[src/rtl/sram_host_pkg.sv]
/*
  Shared constants for the static memory host controller: pin widths,
  timing figures in ns and their cycle counts at the core clock rate.
  Assumes a single 200 MHz clock and no software-visible registers.
*/
package sram_host_pkg;
  localparam int ADDR_W = 21;
  localparam int DATA_W = 8;
  localparam int CLK_PERIOD_PS = 5000;
  // timing figures as printed, in ns
  localparam int T_RC_NS = 45;
  localparam int T_AA_NS = 45;
  localparam int T_WC_NS = 45;
  localparam int T_PWE_NS = 35;
  localparam int T_AW_NS = 35;
  localparam int T_HZOE_NS = 18;
  localparam int STROBE_TO_FLOAT_DELAY_NS = 18;
  localparam int DATA_SETUP_TO_WRITE_END_NS = 25;
  localparam int T_LZWE_NS = 10;
  // least times round up to whole cycles
  function automatic int ns_to_cyc(input int ns);
    int c;
    c = (ns * 1000 + CLK_PERIOD_PS - 1) / CLK_PERIOD_PS;
    return (c < 1) ? 1 : c;
  endfunction
  // strobe low time: at least pulse width and float delay plus data setup
  localparam int WR_LOW_NS = (T_PWE_NS > STROBE_TO_FLOAT_DELAY_NS + DATA_SETUP_TO_WRITE_END_NS)
                           ? T_PWE_NS : STROBE_TO_FLOAT_DELAY_NS + DATA_SETUP_TO_WRITE_END_NS;
  localparam int RD_CYC = ns_to_cyc(T_AA_NS) + 2; // two extra for input sync
  localparam int WR_LOW_CYC = ns_to_cyc(WR_LOW_NS);
  localparam int RECOVER_CYC = ns_to_cyc(T_LZWE_NS);
  localparam int CNT_W = 5;
  localparam logic [DATA_W-1:0] DATA_RESET = 8'h00;
  localparam logic [ADDR_W-1:0] ADDR_RESET = 21'h000000;
endpackage

[src/rtl/sram_pins_if.sv]
/*
  Interface carrying the memory pin group between the sequencer and the
  pin register stage. Assumes both ends on the same clock.
*/
`timescale 1ns/1ps
interface sram_pins_if;
  logic [sram_host_pkg::ADDR_W-1:0] addr;
  logic                             sel_n;
  logic                             wr_n;
  logic                             oe_n;
  logic [sram_host_pkg::DATA_W-1:0] wdata;
  logic                             drive;
  logic [sram_host_pkg::DATA_W-1:0] rdata;
  modport ctrl (output addr, sel_n, wr_n, oe_n, wdata, drive, input rdata);
  modport pins (input addr, sel_n, wr_n, oe_n, wdata, drive, output rdata);
endinterface

[src/rtl/sram_pin_stage.sv]
/*
  Pin stage: registers every memory pin output and synchronises the data
  inputs through two flip-flops. Assumes pins go straight to the board.
*/
`timescale 1ns/1ps
module sram_pin_stage (
  input  wire logic                             clk_in,
  input  wire logic                             rst_in,
  sram_pins_if.pins                             p,
  input  wire logic [sram_host_pkg::DATA_W-1:0] data_pin_in,
  output logic      [sram_host_pkg::ADDR_W-1:0] addr_out,
  output logic                                  primary_select_n_out,
  output logic                                  secondary_select_out,
  output logic                                  write_strobe_n_out,
  output logic                                  output_drive_n_out,
  output logic      [sram_host_pkg::DATA_W-1:0] data_pin_out,
  output logic                                  data_pin_oe_n_out
);
  logic [sram_host_pkg::DATA_W-1:0] sync1_q, sync1_d, sync2_q, sync2_d;

  // two-flop capture of the returned data
  always_comb begin
    sync1_d = data_pin_in;
    sync2_d = sync1_q;
  end
  assign p.rdata = sync2_q;

  // registered pin drivers, idle deselected with bus floated
  always_ff @(posedge clk_in) begin
    if (rst_in) begin
      addr_out             <= sram_host_pkg::ADDR_RESET;
      primary_select_n_out <= 1'b1;
      secondary_select_out <= 1'b0;
      write_strobe_n_out   <= 1'b1;
      output_drive_n_out   <= 1'b1;
      data_pin_out         <= sram_host_pkg::DATA_RESET;
      data_pin_oe_n_out    <= 1'b1;
      sync1_q              <= sram_host_pkg::DATA_RESET;
      sync2_q              <= sram_host_pkg::DATA_RESET;
    end else begin
      addr_out             <= p.addr;
      primary_select_n_out <= p.sel_n;
      secondary_select_out <= ~p.sel_n;
      write_strobe_n_out   <= p.wr_n;
      output_drive_n_out   <= p.oe_n;
      data_pin_out         <= p.wdata;
      data_pin_oe_n_out    <= ~p.drive;
      sync1_q              <= sync1_d;
      sync2_q              <= sync2_d;
    end
  end
endmodule

[src/rtl/sram_host_ctrl.sv]
/*
  Host controller for a byte-wide asynchronous static memory: takes one
  read or write request at a time and sequences selects, strobes, address
  and data pins. Assumes the memory is wired straight to the pin outputs.
*/
`timescale 1ns/1ps
module sram_host_ctrl (
  input  wire logic                             clk_in,
  input  wire logic                             rst_in,
  input  wire logic                             req_valid_in,
  input  wire logic                             req_write_in,
  input  wire logic [sram_host_pkg::ADDR_W-1:0] req_addr_in,
  input  wire logic [sram_host_pkg::DATA_W-1:0] req_wdata_in,
  output logic                                  req_ready_out,
  output logic                                  rsp_valid_out,
  output logic      [sram_host_pkg::DATA_W-1:0] rsp_rdata_out,
  input  wire logic [sram_host_pkg::DATA_W-1:0] data_pin_in,
  output logic      [sram_host_pkg::ADDR_W-1:0] addr_out,
  output logic                                  primary_select_n_out,
  output logic                                  secondary_select_out,
  output logic                                  write_strobe_n_out,
  output logic                                  output_drive_n_out,
  output logic      [sram_host_pkg::DATA_W-1:0] data_pin_out,
  output logic                                  data_pin_oe_n_out
);
  typedef enum logic [2:0] {IDLE, RD_SETUP, RD_WAIT, WR_SETUP, WR_LOW,
                            WR_HOLD, RECOVER} state_t;

  // ***********************************************************
  // sequencer state
  // ***********************************************************
  state_t                                state_q, state_d;
  logic [sram_host_pkg::CNT_W-1:0]       cnt_q, cnt_d;
  logic [sram_host_pkg::ADDR_W-1:0]      addr_q, addr_d;
  logic [sram_host_pkg::DATA_W-1:0]      wdata_q, wdata_d;
  logic [sram_host_pkg::DATA_W-1:0]      rdata_q, rdata_d;
  logic                                  ready_q, ready_d;
  logic                                  rsp_q, rsp_d;
  logic                                  sel_n;  // combined select intent, low active
  logic                                  wr_n;   // write strobe intent, low active
  logic                                  oe_n;   // output drive intent, low active
  logic                                  drive;  // host owns the data pins

  sram_pins_if pins_bus ();

  // ***********************************************************
  // wait counter compare
  // ***********************************************************
  // true on the last cycle of a wait that lasts len cycles
  // len is a cycle count from the package, at least one
  function automatic logic count_done(input logic [sram_host_pkg::CNT_W-1:0] cnt,
                                      input int                              len);
    return cnt == sram_host_pkg::CNT_W'(len - 1);
  endfunction

  // ***********************************************************
  // request sequencer
  // ***********************************************************
  // one access in flight: a request is only taken in idle with ready shown
  // read: address out first, then selects and output drive for the wait,
  //   one capture edge, then a deselected recovery gap
  // write: selects out, strobe low for the write time, one hold cycle
  //   with strobe high and data still driven, then the same recovery gap
  // the counter restarts from zero at every phase change
  // pin outputs trail these states by the one register stage
  // next-state and pin intent
  always_comb begin
    state_d = state_q;
    cnt_d   = cnt_q;
    addr_d  = addr_q;
    wdata_d = wdata_q;
    rdata_d = rdata_q;
    ready_d = 1'b0;
    rsp_d   = 1'b0;
    sel_n   = 1'b1;
    wr_n    = 1'b1;
    oe_n    = 1'b1;
    drive   = 1'b0;
    // one branch per phase of the access
    case (state_q)
      IDLE: begin
        // ready shown until a request is taken
        ready_d = 1'b1;
        if (req_valid_in && ready_q) begin
          ready_d = 1'b0;
          addr_d  = req_addr_in;
          wdata_d = req_wdata_in;
          cnt_d   = '0;
          state_d = req_write_in ? WR_SETUP : RD_SETUP;
        end
      end
      RD_SETUP: begin
        // address already on pins one cycle before select goes active
        state_d = RD_WAIT;
      end
      RD_WAIT: begin
        // selects and output drive held through the access and sync delay
        sel_n = 1'b0;
        oe_n  = 1'b0;
        cnt_d = cnt_q + 1'b1;
        if (count_done(cnt_q, sram_host_pkg::RD_CYC + 1)) begin
          rdata_d = pins_bus.rdata;
          rsp_d   = 1'b1;
          cnt_d   = '0;
          state_d = RECOVER;
        end
      end
      WR_SETUP: begin
        // selects first, output drive stays off so memory is floating
        sel_n   = 1'b0;
        state_d = WR_LOW;
      end
      WR_LOW: begin
        // strobe low with the byte driven, memory outputs already off
        sel_n = 1'b0;
        wr_n  = 1'b0;
        drive = 1'b1;
        cnt_d = cnt_q + 1'b1;
        if (count_done(cnt_q, sram_host_pkg::WR_LOW_CYC)) begin
          cnt_d   = '0;
          state_d = WR_HOLD;
        end
      end
      WR_HOLD: begin
        // strobe rises here and ends the write; data held this cycle
        sel_n   = 1'b0;
        drive   = 1'b1;
        rsp_d   = 1'b1;
        state_d = RECOVER;
      end
      RECOVER: begin
        // deselected gap so the memory enters standby between accesses
        cnt_d = cnt_q + 1'b1;
        if (count_done(cnt_q, sram_host_pkg::RECOVER_CYC)) begin
          cnt_d   = '0;
          ready_d = 1'b1;
          state_d = IDLE;
        end
      end
      default: begin
        // unused codes fall back to idle
        state_d = IDLE;
      end
    endcase
  end

  // ***********************************************************
  // pin intent to the pin stage
  // ***********************************************************
  // pin intent onto the interface
  // the pin stage registers these once more
  assign pins_bus.addr  = addr_q;
  assign pins_bus.sel_n = sel_n;
  assign pins_bus.wr_n  = wr_n;
  assign pins_bus.oe_n  = oe_n;
  assign pins_bus.wdata = wdata_q;
  assign pins_bus.drive = drive;

  // ***********************************************************
  // state registers
  // ***********************************************************
  // register sequencer state
  always_ff @(posedge clk_in) begin
    if (rst_in) begin
      state_q <= IDLE;
      cnt_q   <= '0;
      addr_q  <= sram_host_pkg::ADDR_RESET;
      wdata_q <= sram_host_pkg::DATA_RESET;
      rdata_q <= sram_host_pkg::DATA_RESET;
      ready_q <= 1'b0;
      rsp_q   <= 1'b0;
    end else begin
      state_q <= state_d;
      cnt_q   <= cnt_d;
      addr_q  <= addr_d;
      wdata_q <= wdata_d;
      rdata_q <= rdata_d;
      ready_q <= ready_d;
      rsp_q   <= rsp_d;
    end
  end

  // ***********************************************************
  // handshake outputs
  // ***********************************************************
  // each output taken straight from its flop
  assign req_ready_out = ready_q;
  assign rsp_valid_out = rsp_q;
  assign rsp_rdata_out = rdata_q;

  // ***********************************************************
  // registered pin stage
  // ***********************************************************
  // every pin leaves through one flop, read data returns through two
  sram_pin_stage u_pins (
    .clk_in               (clk_in),
    .rst_in               (rst_in),
    .p                    (pins_bus),
    .data_pin_in          (data_pin_in),
    .addr_out             (addr_out),
    .primary_select_n_out (primary_select_n_out),
    .secondary_select_out (secondary_select_out),
    .write_strobe_n_out   (write_strobe_n_out),
    .output_drive_n_out   (output_drive_n_out),
    .data_pin_out         (data_pin_out),
    .data_pin_oe_n_out    (data_pin_oe_n_out)
  );
endmodule

[config.mk]
export PLATFORM = sky130hd
export DESIGN_NAME = sram_host_ctrl
export DESIGN_NICKNAME = d
export VERILOG_FILES = /design/src/rtl/sram_host_pkg.sv /design/src/rtl/sram_pins_if.sv /design/src/rtl/sram_pin_stage.sv /design/src/rtl/sram_host_ctrl.sv
export SDC_FILE = /design/constraint.sdc
export NUM_CORES = 1
export LEC_CHECK = 0
export ABC_AREA = 0
export ABC_CLOCK_PERIOD_IN_PS = 2600
export BUFFER_PORTS_ARGS = -buffer_cell sky130_fd_sc_hd__clkbuf_2
export CORE_MARGIN = 1
export CORE_UTILIZATION = 35
export CTS_BUF_LIST = sky130_fd_sc_hd__clkbuf_8
export DETAILED_ROUTE_END_ITERATION = 16
export GPL_TIMING_DRIVEN = 0
export SLEW_MARGIN = 15
export SYNTH_ARGS = -nofsm -noshare
export SYNTH_HDL_FRONTEND = slang
export SYNTH_SLANG_ARGS = --single-unit
export TNS_END_PERCENT = 1
[constraint.sdc]
create_clock -name clk_in -period 2.6 [get_ports clk_in]
set_clock_uncertainty 0.2 [all_clocks]
set_input_delay 0.26 -clock clk_in [delete_from_list [all_inputs] [get_ports clk_in]]
set_output_delay 0.26 -clock clk_in [all_outputs]
set_load 0.02 [all_outputs]
======== After elaboration in Yosys (flattened, before gate mapping) ========
Index checks and enable logic that the tools add are counted.
word-level totals
  latch bits .............................. 0
  input bits .............................. 41
  memory bits (read-only) ................. 0
  memory bits (writable) .................. 0
  word-level logic and storage cells ...... 60
  memories ................................ 0
  bits in registers ....................... 97
cells by class
  $add $sub $neg .......................... 1
  $mul .................................... 0
  shift-type cells ........................ 0
  equal/unequal tests ..................... 13
  mux-type cells .......................... 20
  $lt $le $gt $ge ......................... 0
  bitwise logic cells ..................... 1
  div/mod/pow operators ................... 0
  reduce and logical (&&, ||, !) cells .... 9
operators by type and width
  operator             count
  $pmux 3 s7           1
  $mux 5               4
  $pmux 5 s4           1
  $mux 3               4
  $eq 5x4->1 const B   2
  $eq 3x3->1 const B   3
  $ne 2x2->1 const B   4
  $mux 1               7
  $eq 3x2->1 const B   2
  $reduce_and 2->1     3
  $add 5x1->5 const B  1
  $eq 5x1->1 const B   1
  $pmux 1 s2           2
  $reduce_and 4->1     1
  $reduce_bool 4->1    1
  $reduce_or 4->1      1
  $eq 3x1->1 const B   1
  $logic_not 3->1      1
  $mux 2               1
  $reduce_or 2->1      1
  $logic_and 1x1->1    1
  $not 1->1            1

======== Depth between registers and ports, before layout ========
  word-level depth ........................ 4
  depth in mapped cells ................... 6
  mapped depth without buffers ............ 6

======== Hierarchy ========
A second synthesis with hierarchy kept.
second synthesis, totals
  cells, all modules ...................... 327
  area, all modules ....................... 3,240.6 um^2
by module, submodules not included
  module          instances  seq. area each (um^2)  area an instance (um^2)  cells each
  sram_host_ctrl  1          940.9                  1,898.1                  222
  sram_pin_stage  1          1,001.0                1,342.5                  105

======== Worst setup path before layout ========
No wires, ideal clock.
  path kind ............................... register to register
  from .................................... register ready_q (netlist: req_ready_out)
  to ...................................... register cnt_q[0] (netlist bit)
  buffers on the path ..................... 1
  cell stages (with the launch flop) ...... 6
  data arrival time ....................... 1.320 ns
  slack ................................... 0.957 ns
  required time ........................... 2.277 ns
  cell sequence ........................... dfxtp_1 nand2_1 or4_4 buf_6 o2111ai_2 nor2_1
between the ends
  longest elaborated chain between the ends .. 3
RTL lines
  item                        RTL line               RTL
  from (decl)                 sram_host_ctrl.sv:37   logic ready_q, ready_d;
  from (signal assigned)      sram_host_ctrl.sv:178  ready_q <= ready_d;
  $logic_and 1x1->1           sram_host_ctrl.sv:84   if (req_valid_in && ready_q) begin
  $ne 2x2->1 (no line)        -
  $reduce_and 2->1 (no line)  -
  to (signal assigned)        sram_host_ctrl.sv:174  cnt_q <= cnt_d;
  to (decl)                   sram_host_ctrl.sv:33   logic [sram_host_pkg::CNT_W-1:0] cnt_q, cnt_d;
No other way between the ends.
A chain may end at the register's enable or synchronous reset.

======== Worst setup path in the final report ========
  from .................................... register state_q[2]
  to ...................................... register cnt_q[0] (netlist bit)
between the ends
  longest elaborated chain between the ends .. 3
RTL lines
  item                                                              RTL line               RTL
  from (decl)                                                       sram_host_ctrl.sv:32   state_t state_q, state_d;
  from (signal assigned)                                            sram_host_ctrl.sv:173  state_q <= state_d;
  $eq 3x3->1 (tied with other cells)                                sram_host_ctrl.sv:80   case (state_q)
  $reduce_bool 4->1 (no line) / $ne 2x2->1 (equally long branches)  -
  $reduce_and 2->1 (no line)                                        -
Several ways; a longest one is shown, not always the timed one.

==> results.sh <==
export IMPL_status="completed"
export IMPL_fillers=841
export IMPL_grt_max_degree=19
export IMPL_dr_pass1_iters=4
export IMPL_wl_met2_mm=3.23
export IMPL_core_area_um2=8760
export IMPL_cts_buffer_depth=2
export IMPL_dp_cells=516
export IMPL_antenna_cells=0
export IMPL_min_to="state_q[1]$_SDFFE_PP0P_"
export IMPL_setup_viol=0
export IMPL_tns_ns=0
export IMPL_reg2reg_slack_ns=0.73
export IMPL_grt_overflow_total=0
export IMPL_port_buffers=83
export IMPL_wl_met1_mm=3.19
export IMPL_fin_nets=500
export IMPL_synth_area_um2=3190
export IMPL_dieArea_um2=9510
export IMPL_die_x_um=97.5
export IMPL_avgSynthCellArea_um2=9.83
export IMPL_grt_pass1_wl_mm=11.5
export IMPL_r2r_end="cnt_q[0]$_SDFFE_PP0P_"
export IMPL_path_buf_inv=1
export IMPL_slowest_stage="a211oi_1"
export IMPL_routabilityCongestion=0.832
export IMPL_fin_util_pct=49.6
export IMPL_reg2regPathDepth=5
export IMPL_ys_seq_area_share_pct=60.8
export IMPL_slew_violations=0
export IMPL_grt_usage_pct=15.3
export IMPL_num_vias=2543
export IMPL_worst_pin_slew_ns=0.753
export IMPL_dr_first_iter_drc_count=95
export IMPL_end_kind="flop"
export IMPL_clock_fmax_mhz=534
export IMPL_cts_made_buffers=9
export IMPL_clock_latency_ns=0.36
export IMPL_crit_family="compound AO/OA/AOI/OAI gates"
export IMPL_min_path_cells=4
export IMPL_yosys_warnings=0
export IMPL_cts_clk_slew_worst_paths_ns=0.09
export IMPL_max_cap_violations=0
export IMPL_ioPinCount=85
export IMPL_setup_ws_ns=0.727
export IMPL_async_reset_ff_share_pct=0
export IMPL_dp_slack_ns=0.743
export IMPL_cp_arrival_ns=1.92
export IMPL_start_util_pct=36.5
export IMPL_finalNonFillerCells=569
export IMPL_vias_per_cell=4.47
export IMPL_crit_fanout=10
export IMPL_grt_setup_unrepaired="false"
export IMPL_p_leak_nw=1.87
export IMPL_drt_antenna_violating_nets=0
export IMPL_cts_root_buf="clkbuf_8"
export IMPL_num_rows=34
export IMPL_ys_ff_latch=97
export IMPL_dieHeight_um=97.5
export IMPL_dp_hpwl_mm=4.51
export IMPL_syn2layout_area_growth_pct=36.2
export IMPL_hold_path_class="in2reg"
export IMPL_cts_tree="done"
export IMPL_path_depth=5
export IMPL_yosysUniqueCellTypes=34
export IMPL_htree_levels=3
export IMPL_crit_required_ns=2.64
export IMPL_drive_above_1_share_pct=24.7
export IMPL_ir_worst_vdd_uv=325
export IMPL_cpMostUsedCell="nor2_1"
export IMPL_powerDensity_nw_per_um2=689
export IMPL_start_kind="flop"
export IMPL_synth_edff_count=0
export IMPL_post_drt_wl_per_cell_um=12.0
export IMPL_worstPathCellList="buf_2, a211oi_1, nor2_1, xnor2_1, nor2_1"
export IMPL_crit_path_max_incr_delay_ns=0.66
export IMPL_slew_headroom_pct=49.5
export IMPL_cts_sinks=97
export IMPL_post_cts_setup_buffers=0
export IMPL_syn_inst=325
export IMPL_synth_nets=369
export IMPL_synth_flop_cell="dfxtp_1"
export IMPL_wl_mm=6.81
export IMPL_antenna_found_initial=0
export IMPL_period_needed_ns=1.87
export IMPL_min_delay_start="req_write_in"
export IMPL_finalCritPeriodShare_pct=72.1
export IMPL_power_total_mw=3.00
export IMPL_grt_pass1_vias=2400
export IMPL_rr_startpoint="state_q[2]$_SDFFE_PP0P_"
export IMPL_worstSetupPathType="reg2reg"
export IMPL_hold_violations=0
export IMPL_drc_errors=0
export IMPL_dr_wl_met3_um=309
export IMPL_top_layer="met4"
## cell families (layout without fill, tap and decap cells)
group,count (synthesis),count (layout),synth area share [%]
fa+ha+maj,3,3,1.18
simple gates,140,140,22.3
compound gates,45,45,7.83
xor+xnor,4,4,1.10
buf+inv,27,163,3.96
flops,97,97,60.8
mux,9,9,2.86
## sequential cells by signal, indices dropped and copies added, names as in the netlist
name and cells:
addr_q 21, u_pins.addr_out 21, pins_bus.wdata 8, rsp_rdata_out 8, u_pins.data_pin_out 8, u_pins.p.rdata 8
u_pins.sync1_q 8, cnt_q 5, state_q 3, req_ready_out 1, rsp_valid_out 1, u_pins.data_pin_oe_n_out 1
u_pins.output_drive_n_out 1, u_pins.primary_select_n_out 1, u_pins.secondary_select_out 1, u_pins.write_strobe_n_out 1
## power by group
group	internal, mW	switching, mW	leakage [nW]
Sequential	1.55	0.0289	0.789
Combinational	0.141	0.162	0.959
Clock	0.562	0.553	0.119
## area by class of cell
cell class / count / area [um2] / area share, %
Sequential cell: 97 / 1940 / 44.6
Buffer: 21 / 104 / 2.39
Clock buffer: 9 / 124 / 2.85
Timing Repair Buffer: 120 / 786 / 18.1
Tap cell: 108 / 135 / 3.11
Inverter: 6 / 22.5 / 0.518
Multi-Input combinational cell: 201 / 1130 / 25.9
Clock inverter: 7 / 110 / 2.53
## cells in the mapped netlist, types with 2 or more instances
master    instances  area, um2
a21oi_1          32        160
nor3b_1           2       15.0
inv_1             6       22.5
ha_1              3       37.5
nand3_1           4       20.0
nor2b_1          45        282
buf_4             3       22.5
nand3b_1          3       22.5
clkbuf_1         11       41.3
nor3_1            3       15.0
buf_2             5       25.0
nand2_1          62        233
nor2_1           14       52.6
o21ai_0           7       35.0
xnor2_1           3       26.3
dfxtp_1          97       1940
mux2i_1           8       80.1
## placed cells by master, fill, tap and decap left out, types with 2 or more instances in the layout
| cell type | netlist | final |
|---|---|---|
| inv_1 | 6 | 6 |
| dfxtp_1 | 97 | 97 |
| clkbuf_1 | 11 | 11 |
| buf_4 | 3 | 3 |
| nor2b_1 | 45 | 45 |
| nand3b_1 | 3 | 3 |
| o21ai_0 | 7 | 7 |
| clkbuf_2 | 0 | 83 |
| nor3_1 | 3 | 3 |
| inv_6 | 0 | 2 |
| nand2_1 | 62 | 62 |
| clkbuf_8 | 0 | 9 |
| a21oi_1 | 32 | 32 |
| mux2i_1 | 8 | 8 |
| buf_2 | 5 | 5 |
| nor3b_1 | 2 | 2 |
| nand3_1 | 4 | 4 |
| nor2_1 | 14 | 14 |
| ha_1 | 3 | 3 |
| xnor2_1 | 3 | 3 |
| bufinv_16 | 0 | 2 |
| dlygate4sd3_1 | 0 | 37 |
## worst min-delay path, delay by kind of cell
kind                   cells  cell delay [ns]
AOI/OAI and AO/OA          2             0.21
buffers and inverters      1             0.08
and+or+nand+nor            1             0.12
## per-layer routing
metal | up-vias | global-route usage, %
met5 | - | 0
met4 | 0 | 5.20
met3 | 8 | 4.24
met2 | 67 | 24.8
met1 | 1157 | 19.4
li1 | 1311 | -
## worst max-delay path by stage
stage                                   endpoint  slack, ns                     start
after global routing       cnt_q[2]$_SDFFE_PP0P_       0.63   state_q[2]$_SDFFE_PP0P_
final                      cnt_q[0]$_SDFFE_PP0P_       0.73   state_q[2]$_SDFFE_PP0P_
after global placement    addr_q[5]$_SDFFE_PP0P_       0.78                    rst_in
after CTS                  cnt_q[0]$_SDFFE_PP0P_       0.72   state_q[2]$_SDFFE_PP0P_
after detailed placement   cnt_q[3]$_SDFFE_PP0P_       0.74   state_q[2]$_SDFFE_PP0P_
after floorplan            cnt_q[0]$_SDFFE_PP0P_       0.96  req_ready_out$_SDFF_PP0_
## timing repair
action / 4_1_cts / 5_1_grt
resized for setup: 0 / 0
endpoints found under the setup margin: 0 / 0
hold endpoints to repair: 37 / 0
hold buffers: 37 / 0
## per-stage QoR
stage	hold WS, ns	instance area [um2]
5_1_grt	0.173	4350
2_1_floorplan	0.188	3190
3_3_place_gp	0.218	3740
6_report	0.157	4350
3_5_place_dp	0.225	3740
4_1_cts	0.140	4350
Power figures use the tool's default switching activity.
